## src/design/sfw_pkg.sv

```systemverilog
// shared constants and types for the spi f-ram write protection block
package sfw_pkg;

  // ==========================================================================
  // command opcodes
  localparam logic [7:0] OP_WRITE_ENABLE  = 8'h06; // write_enable_cmd
  localparam logic [7:0] OP_WRITE_DISABLE = 8'h04; // write_disable_cmd
  localparam logic [7:0] OP_STATUS_READ   = 8'h05; // status_read_cmd
  localparam logic [7:0] OP_STATUS_WRITE  = 8'h01; // status_write_cmd
  localparam logic [7:0] OP_ARRAY_WRITE   = 8'h02; // array data write
  localparam logic [7:0] OP_SECTOR_WRITE  = 8'h42; // special sector write
  localparam logic [7:0] OP_SERIAL_WRITE  = 8'hc2; // serial number write

  // ==========================================================================
  // status register field positions
  localparam int unsigned SR_PIN_EN_BIT = 7; // protect_pin_enable
  localparam int unsigned SR_FIXED1_BIT = 6; // always one
  localparam int unsigned SR_BP_HI_BIT  = 3; // block_protect_hi
  localparam int unsigned SR_BP_LO_BIT  = 2; // block_protect_lo
  localparam int unsigned SR_WEL_BIT    = 1; // write_enable_latch
  localparam int unsigned SR_READY_BIT  = 0; // wake-up indication

  // ==========================================================================
  // reset and shipped values
  localparam logic       WEL_RESET     = 1'b0;  // latch cleared at power-up
  localparam logic       PIN_EN_SHIP   = 1'b0;  // shipped protect_pin_enable
  localparam logic [1:0] BP_SHIP       = 2'h0;  // shipped block protect field
  localparam logic [2:0] BIT_CNT_RESET = 3'h0;  // bit position at selection
  localparam logic [2:0] BIT_CNT_LAST  = 3'h7;  // eighth bit of a byte
  localparam logic [1:0] ADDR_BYTES_LAST = 2'h2; // third address byte

  // ==========================================================================
  // protected range start addresses
  localparam logic [19:0] PROT_QUARTER_START = 20'hc0000;
  localparam logic [19:0] PROT_HALF_START    = 20'h80000;
  localparam logic [19:0] PROT_ALL_START     = 20'h00000;

  // ==========================================================================
  // command phase of the serial engine
  typedef enum logic [2:0] {
    PH_OPCODE  = 3'b000, // waiting for the opcode byte
    PH_ADDRESS = 3'b001, // collecting three address bytes
    PH_WDATA   = 3'b010, // array data bytes
    PH_SR_READ = 3'b011, // shifting the status byte out
    PH_SR_WR   = 3'b100, // collecting the status data byte
    PH_IGNORE  = 3'b101  // rest of frame is ignored
  } sfw_phase_e;

endpackage : sfw_pkg

```

## src/design/sfw_protect.sv

```systemverilog
// status register and write protection logic of the serial f-ram
`timescale 1ns/10ps

// Contract
// - write-disable opcode clears write enable latch
// - status layout: pin enable, protect bits, latch
// - bit zero ignores writes, reads the wake indication
// - bits four, five ignore writes, read zero
// - bit six ignores writes, reads one
// - latch cleared after every power-up
// - status data byte never writes the latch bit
// - protect bits non-volatile, shipped as zero
// - protect field selects quarter, half, all
// - only latch and range block array writes
// - pin low rejects status writes when enabled
// - status protected: pin-enabled-and-low or latch clear
// - status read shifts status out msb first
// - status write updates enable and protect bits
// - status write clears latch on completion
// - bit zero nonzero only while waking up
// - array writes at bus speed, no busy
// - write-enable opcode sets the latch
// - chip-select rise after write commands clears latch
// - protected address stops burst, discards data
module sfw_protect #(
  parameter int unsigned ADDR_W = 20 // array address width
) (
  // clock and reset
  input  wire logic              clk,
  input  wire logic              reset,
  // spi pins, asynchronous to clk
  input  wire logic              cs_n,
  input  wire logic              sck,
  input  wire logic              si,
  input  wire logic              wp_n,
  output logic                   so,
  output logic                   so_oe,
  // non-volatile restore and wake indication, same clock domain
  input  wire logic              nv_load,
  input  wire logic [2:0]        nv_value,
  input  wire logic              wake_busy,
  // array write port
  output logic                   mem_wr_en,
  output logic [ADDR_W-1:0]      mem_addr,
  output logic [7:0]             mem_wdata,
  // status view
  output logic [7:0]             protection_status
);

  // ==========================================================================
  // state
  typedef struct packed {
    logic                 cs_m, cs_s, cs_d;    // chip select sync and delay
    logic                 sck_m, sck_s, sck_d; // serial clock sync and delay
    logic                 si_m, si_s;          // serial input sync
    logic                 wp_m, wp_s;          // protect pin sync
    sfw_pkg::sfw_phase_e  phase;               // command phase
    logic [2:0]           bit_cnt;             // bit inside current byte
    logic [1:0]           byte_cnt;            // address byte count
    logic [7:0]           rx;                  // receive shifter
    logic [7:0]           tx;                  // status transmit shifter
    logic [ADDR_W-1:0]    addr;                // running array address
    logic                 halted;              // burst stopped at protected area
    logic                 clr_pend;            // latch clears at deselect
    logic [7:0]           sr_data;             // received status byte
    logic                 sr_full;             // status byte complete
    logic                 write_enable_latch;                 // write_enable_latch
    logic                 pin_en;              // protect_pin_enable
    logic [1:0]           bp;                  // block_protect_hi, block_protect_lo
    logic                 so;                  // serial output bit
    logic                 so_oe;               // serial output enable
    logic                 wr_en;               // array write pulse
    logic [ADDR_W-1:0]    waddr;               // array write address
    logic [7:0]           wdata;               // array write data
  } sfw_state_s;

  sfw_state_s r_reg;  // registered state
  sfw_state_s r_next; // next state

  // ==========================================================================
  // helpers
  // true when an address lies in the range that the protect field selects
  function automatic logic addr_protected(input logic [1:0] bp,
                                          input logic [ADDR_W-1:0] a);
    logic [19:0] a20;
    a20 = 20'(a);
    unique case (bp)
      2'h0: addr_protected = 1'b0;
      2'h1: addr_protected = (a20 >= sfw_pkg::PROT_QUARTER_START);
      2'h2: addr_protected = (a20 >= sfw_pkg::PROT_HALF_START);
      2'h3: addr_protected = (a20 >= sfw_pkg::PROT_ALL_START);
    endcase
  endfunction : addr_protected

  logic       sck_rise;   // serial clock rising edge, selected
  logic       sck_fall;   // serial clock falling edge, selected
  logic       cs_rise;    // deselect edge
  logic       selected;   // chip select active
  logic [7:0] rx_byte;    // byte including the bit now sampled
  logic       byte_done;  // eighth rising edge of a byte
  logic       sr_permit;  // status register writable now
  logic [7:0] status_now; // status byte as read
  logic       write_enable_cmd_hit;   // write-enable opcode completes
  logic       write_disable_cmd_hit;   // write-disable opcode completes
  logic       sr_commit;  // status update applied this cycle

  // ==========================================================================
  // decode of edges and status view
  always_comb begin
    selected   = ~r_reg.cs_s;
    sck_rise   = selected & r_reg.sck_s & ~r_reg.sck_d;
    sck_fall   = selected & ~r_reg.sck_s & r_reg.sck_d;
    cs_rise    = r_reg.cs_s & ~r_reg.cs_d;
    rx_byte    = {r_reg.rx[6:0], r_reg.si_s};
    byte_done  = sck_rise & (r_reg.bit_cnt == sfw_pkg::BIT_CNT_LAST);
    // pin only counts while its enable is set
    sr_permit  = r_reg.write_enable_latch & ~(r_reg.pin_en & ~r_reg.wp_s);
    status_now = 8'h00;
    status_now[sfw_pkg::SR_PIN_EN_BIT] = r_reg.pin_en;
    status_now[sfw_pkg::SR_FIXED1_BIT] = 1'b1;
    status_now[sfw_pkg::SR_BP_HI_BIT]  = r_reg.bp[1];
    status_now[sfw_pkg::SR_BP_LO_BIT]  = r_reg.bp[0];
    status_now[sfw_pkg::SR_WEL_BIT]    = r_reg.write_enable_latch;
    status_now[sfw_pkg::SR_READY_BIT]  = wake_busy;
    write_enable_cmd_hit  = byte_done & (r_reg.phase == sfw_pkg::PH_OPCODE)
                & (rx_byte == sfw_pkg::OP_WRITE_ENABLE);
    write_disable_cmd_hit  = byte_done & (r_reg.phase == sfw_pkg::PH_OPCODE)
                & (rx_byte == sfw_pkg::OP_WRITE_DISABLE);
    sr_commit = cs_rise & (r_reg.phase == sfw_pkg::PH_SR_WR) & r_reg.sr_full & sr_permit;
  end

  // ==========================================================================
  // next state
  always_comb begin
    r_next = r_reg;
    // two flip-flops on every pin before any logic looks at it
    r_next.cs_m  = cs_n;
    r_next.cs_s  = r_reg.cs_m;
    r_next.cs_d  = r_reg.cs_s;
    r_next.sck_m = sck;
    r_next.sck_s = r_reg.sck_m;
    r_next.sck_d = r_reg.sck_s;
    r_next.si_m  = si;
    r_next.si_s  = r_reg.si_m;
    r_next.wp_m  = wp_n;
    r_next.wp_s  = r_reg.wp_m;
    r_next.wr_en = 1'b0;
    // restore of the non-volatile bits after power-up
    if (nv_load) begin
      r_next.pin_en = nv_value[2];
      r_next.bp     = nv_value[1:0];
    end
    if (!selected) begin
      // deselected: frame state returns to idle
      r_next.phase    = sfw_pkg::PH_OPCODE;
      r_next.bit_cnt  = sfw_pkg::BIT_CNT_RESET;
      r_next.byte_cnt = 2'h0;
      r_next.so_oe    = 1'b0;
      r_next.halted   = 1'b0;
      r_next.sr_full  = 1'b0;
      r_next.clr_pend = 1'b0;
      if (sr_commit) begin
        // only enable and protect bits are taken, latch bit ignored
        r_next.pin_en = r_reg.sr_data[sfw_pkg::SR_PIN_EN_BIT];
        r_next.bp     = {r_reg.sr_data[sfw_pkg::SR_BP_HI_BIT],
                         r_reg.sr_data[sfw_pkg::SR_BP_LO_BIT]};
      end
      if (cs_rise && r_reg.clr_pend) begin
        r_next.write_enable_latch = 1'b0;
      end
    end else begin
      if (sck_rise) begin
        r_next.rx      = rx_byte;
        r_next.bit_cnt = r_reg.bit_cnt + 3'h1;
      end
      // status bits leave on falling edges, msb first, repeating
      if (sck_fall && r_reg.phase == sfw_pkg::PH_SR_READ) begin
        r_next.so    = r_reg.tx[7];
        r_next.tx    = {r_reg.tx[6:0], r_reg.tx[7]};
        r_next.so_oe = 1'b1;
      end
      if (byte_done) begin
        unique case (r_reg.phase)
          sfw_pkg::PH_OPCODE: begin
            r_next.phase = sfw_pkg::PH_IGNORE; // unknown opcodes ignore the frame
            unique case (rx_byte)
              sfw_pkg::OP_WRITE_ENABLE: begin
                r_next.write_enable_latch = 1'b1;
              end
              sfw_pkg::OP_WRITE_DISABLE: begin
                r_next.write_enable_latch      = 1'b0;
                r_next.clr_pend = 1'b1;
              end
              sfw_pkg::OP_STATUS_READ: begin
                r_next.tx    = status_now;
                r_next.phase = sfw_pkg::PH_SR_READ;
              end
              sfw_pkg::OP_STATUS_WRITE: begin
                r_next.clr_pend = 1'b1;
                r_next.phase    = sfw_pkg::PH_SR_WR;
              end
              sfw_pkg::OP_ARRAY_WRITE: begin
                r_next.clr_pend = 1'b1;
                r_next.phase    = sfw_pkg::PH_ADDRESS;
              end
              sfw_pkg::OP_SECTOR_WRITE, sfw_pkg::OP_SERIAL_WRITE: begin
                r_next.clr_pend = 1'b1;
              end
              default: begin
                r_next.clr_pend = r_reg.clr_pend;
              end
            endcase
          end
          sfw_pkg::PH_ADDRESS: begin
            // upper bits beyond the array width drop out of the shift
            r_next.addr     = ADDR_W'({r_reg.addr, rx_byte});
            r_next.byte_cnt = r_reg.byte_cnt + 2'h1;
            if (r_reg.byte_cnt == sfw_pkg::ADDR_BYTES_LAST) begin
              r_next.phase = sfw_pkg::PH_WDATA;
            end
          end
          sfw_pkg::PH_WDATA: begin
            // each byte goes out at once; the pin never blocks the array
            if (r_reg.write_enable_latch && !r_reg.halted && !addr_protected(r_reg.bp, r_reg.addr)) begin
              r_next.wr_en = 1'b1;
              r_next.waddr = r_reg.addr;
              r_next.wdata = rx_byte;
              r_next.addr  = r_reg.addr + ADDR_W'(1);
            end else begin
              r_next.halted = 1'b1;
            end
          end
          sfw_pkg::PH_SR_WR: begin
            // first data byte only; later bytes are dropped
            if (!r_reg.sr_full) begin
              r_next.sr_data = rx_byte;
              r_next.sr_full = 1'b1;
            end
          end
          default: begin
            r_next.phase = r_reg.phase;
          end
        endcase
      end
    end
  end

  // ==========================================================================
  // state register; protect bits start from shipped values until restored
  always_ff @(posedge clk or posedge reset) begin
    if (reset) begin
      r_reg        <= '0;
      r_reg.cs_m   <= 1'b1;
      r_reg.cs_s   <= 1'b1;
      r_reg.cs_d   <= 1'b1;
      r_reg.wp_m   <= 1'b1;
      r_reg.wp_s   <= 1'b1;
      r_reg.phase  <= sfw_pkg::PH_OPCODE;
      r_reg.write_enable_latch    <= sfw_pkg::WEL_RESET;
      r_reg.pin_en <= sfw_pkg::PIN_EN_SHIP;
      r_reg.bp     <= sfw_pkg::BP_SHIP;
    end else begin
      r_reg <= r_next;
    end
  end

  // ==========================================================================
  // outputs
  assign so                = r_reg.so;
  assign so_oe             = r_reg.so_oe;
  assign mem_wr_en         = r_reg.wr_en;
  assign mem_addr          = r_reg.waddr;
  assign mem_wdata         = r_reg.wdata;
  assign protection_status = status_now;
endmodule : sfw_protect

```

## config.mk

```make
export PLATFORM = sky130hd
export DESIGN_NAME = sfw_protect
export DESIGN_NICKNAME = d
export VERILOG_FILES = /design/src/design/sfw_pkg.sv /design/src/design/sfw_protect.sv
export SDC_FILE = /design/constraint.sdc
export NUM_CORES = 1
export LEC_CHECK = 0
export ABC_AREA = 1
export BUFFER_PORTS_ARGS = -buffer_cell sky130_fd_sc_hd__buf_2
export CORE_MARGIN = 1.5
export CORE_UTILIZATION = 64
export DETAILED_ROUTE_END_ITERATION = 7
export PLACE_DENSITY = 0.88
export SYNTH_ARGS = -nofsm -noshare
export SYNTH_HDL_FRONTEND = slang
export SYNTH_SLANG_ARGS = --single-unit
```

## constraint.sdc

```tcl
create_clock -name clk -period 8.2 [get_ports clk]
set_clock_uncertainty 0.15 [all_clocks]
set_input_delay 0.41 -clock clk [delete_from_list [all_inputs] [get_ports clk]]
set_output_delay 0.41 -clock clk [all_outputs]
set_load 0.01 [all_outputs]
```

==> out/qor.yml <==
finalSetupViolations: 0
post-route-period-util_pct: 29.68
rsz0062_at_grt: "false"
synthAdderAreaFrac_pct: 1.250
viasPerCell: 5.409
p_seq_share_pct: 56.2
yosys.area.top_type: "dfrtp_1"
switching_share_pct: 26.47
synth_cell_type_count: 39
finalHoldViolations: 13
synth_compound_area_share_pct: 10.35
powerDensity_mw_per_mm2: 167.6
layout.nets: 643
clockPowerShare_pct: 36.0
die_h_microns: 91.43
wl_met3_microns: 472
cts_sinks: 94
ys_warn_count: 0
h-tree-depth: 3
slew_headroom_pct: 48.65
cp_max_fo: 57
synth_top_family_by_area: "simple AND/OR/NAND/NOR gates"
required_ns: 8.31
hold_path.class: "in -> async"
area_growth_syn_to_layout_pct: 3.700
total_leakage_power_nw: 2.605
setup_tns_ns: 0
cts_tree: "done"
grt_pass1_vias: 3838
synthXorXnorAreaFrac_pct: 0.3500
drive_gt1_share_pct: 17.25
dp_hpwl_mm: 7.051
max_freq_ghz: 0.4109
num_antenna_cells: 0
netlist_area_sq_mm: 0.005005
drv_slew: 0
cts_buffers: 9
vias: 3970
portBuffers: 46
gp_congestion: 0.9165
tightest_slew_ns: 0.7693
clock_path_buffers: 2
status: "complete, but fails checks"
met1_length_mm: 4.477
synth-simple-area-share_pct: 26.60
critPathArrivalTime_ns: 2.55
grt_first_pass_wirelength_mm: 17.44
grtUsageTotal_pct: 26.29
floorplan.die.width_microns: 91.43
dp.cells: 714
violations: "negative hold slack"
setup.worst_path.class: "reg -> reg"
initial_core_util_pct: 65.45
fin_hold_ws_ns: -0.006669
drt_first_pass_iters: 5
antenna_found_initial: 0
dr.max_layer_used: "met4"
drc_errors: 0
clockRootBuffer: "clkbuf_8"
p_sw_mw: 0.2303
vdd_ir_drop_max_mv: 0.1279
rows: 32
endpoint_kind: "register"
pre_cts_slack_ns: 5.795
yosysTopAreaCellShare_pct: 44.50
p_int_mw: 0.6396
post_drt_wl_per_cell_microns: 13.78
io-pin-count: 50
synth_area_leaders: "dfrtp_1, nand2_1, buf_4, o21ai_0, inv_1"
gr-total-overflow: 0
syn_inst: 617
ys_seq_elements: 94
stdcell_count: 734
power_frac_comb_pct: 7.8
total_power_mw: 0.8699
finalWirelength_mm: 10.11
start_kind: "register"
clk_latency_ns: 0.37
synthMuxAreaShare_pct: 0.2000
drtAntennaViolNets: 0
post_cts_buffers: 0
setup_ws_ns: 5.767
core_sq_mm: 0.007647
drv_cap: 0
drt_iter0_markers: 313
design.die.area_sq_mm: 0.008359
met2WireLength_mm: 4.936
synth_seq_area_share_pct: 47.13
largest_reg_flops: 53
period_needed_ns: 2.433
path_clk_slew_ns: 0.09
grt_max_degree: 58
synth.avg_cell_area_sq_um: 8.112
-- cells in the mapped netlist --
| master | n |
|---|---|
| a21oi_1 | 3 |
| and2_1 | 1 |
| buf_2 | 2 |
| buf_4 | 38 |
| buf_6 | 9 |
| buf_8 | 1 |
| clkbuf_1 | 2 |
| clkbuf_2 | 1 |
| clkinv_2 | 1 |
| conb_1 | 2 |
| dfrtp_1 | 89 |
| dfstp_2 | 5 |
| ha_1 | 5 |
| inv_1 | 63 |
| inv_2 | 5 |
| inv_4 | 1 |
| inv_6 | 1 |
| mux2i_1 | 1 |
| nand2_1 | 179 |
| nand2_4 | 2 |
| nand2_8 | 1 |
| nand3_1 | 44 |
| nand3_2 | 3 |
| nand3_4 | 1 |
| nand3b_1 | 1 |
| nand4_1 | 12 |
| nand4_4 | 1 |
| nor2_1 | 48 |
| nor2_2 | 4 |
| nor2_4 | 2 |
| nor3_1 | 1 |
| o211ai_1 | 2 |
| o21ai_0 | 53 |
| o21ai_1 | 9 |
| o21ai_2 | 18 |
| o22ai_1 | 2 |
| o31ai_1 | 1 |
| or2_2 | 1 |
| xor2_1 | 2 |
-- cells in the final DEF, fill, tap and decap left out, types with 9 or more instances in the layout --
| cell type | synthesis | layout |
|---|---|---|
| buf_2 | 2 | 46 |
| inv_1 | 63 | 62 |
| o21ai_0 | 53 | 53 |
| nor2_1 | 48 | 48 |
| dfrtp_1 | 89 | 89 |
| o21ai_1 | 9 | 9 |
| nand3_1 | 44 | 44 |
| nand2_1 | 179 | 179 |
| clkbuf_8 | 0 | 9 |
| nand4_1 | 12 | 12 |
| o21ai_2 | 18 | 18 |
-- worst max-delay path: stages (launching register included) --
cell and delay, ns:
dfrtp_1 0.40, ha_1 0.20, ha_1 0.21, nand4_4 0.15, nor2_4 0.05, nand2_4 0.52, nand2_8 0.24, inv_4 0.22
nor2_1 0.07, nand2_1 0.06, nand2_1 0.04
-- power by group through the flow --
stage | clock network (mW) | logic (mW) | registers [mW]
floorplan | 0 | 0.0519 | 0.494
global placement | 0 | 0.0630 | 0.497
detailed placement | 0 | 0.0656 | 0.497
CTS | 0.318 | 0.0682 | 0.488
global route | 0.335 | 0.0789 | 0.490
finish | 0.314 | 0.0676 | 0.489
-- path summary, 6_finish.rpt --
path                                 start          end  slack [ns]  depth (start not counted)
worst max-delay path             r_reg[84]    r_reg[65]        5.77                         10
worst min-delay path                 reset  mem_addr[7]      -0.007                          2
worst max register to register   r_reg[84]    r_reg[65]        5.77                         10
worst min register to register  r_next[92]    r_reg[92]        0.21                          0
max in group asynchronous            reset    r_reg[92]        6.83                          3
min in group clk                 wake_busy    r_reg[66]        0.18                          3
-- layer usage --
| metal | GRT usage, % | up-vias |
|---|---|---|
| met3 | 3.853 | 20 |
| met1 | 35.32 | 1877 |
| li1 | - | 1945 |
| met2 | 41.54 | 128 |
| met4 | 13.41 | 0 |
| met5 | 0 | - |
-- repair_timing --
item / CTS / global route
hold buffers: 4 / 0
gates resized for setup: 0 / 0
endpoints found under the hold margin: 4 / 0
-- cell families (layout without fill, tap and decap cells) --
logic type,Yosys count,after routing
XOR/XNOR,2,2
AND/OR/NAND/NOR,301,301
multiplexers,1,1
buffers and inverters,124,138
flip-flops,94,94
adder cells (fa/ha/maj),5,5
other,2,3
AO/OA/AOI/OAI,88,88
-- final cells by class --
type,instances,area [sq um]
clock inverters,6,71.32
clock buffers,10,127.6
inverters,71,276.5
fillers,635,2457
flip-flops and latches,94,2359
multi-input cells,400,1951
repair buffers,51,277.8
well taps,102,127.6
-- stage by stage --
step / hold WS (ns) / util, % / area, sq um
after floorplan: 0.1812 / - / 5009
after global placement: 0.1831 / 64.74 / 4951
after detailed placement: 0.1878 / 64.74 / 4951
after CTS: 0.02472 / 67.87 / 5190
after global routing: 0.06637 / 67.87 / 5190
final: -0.006669 / 67.87 / 5190
Note: power is estimated with default switching activity, not from simulation.
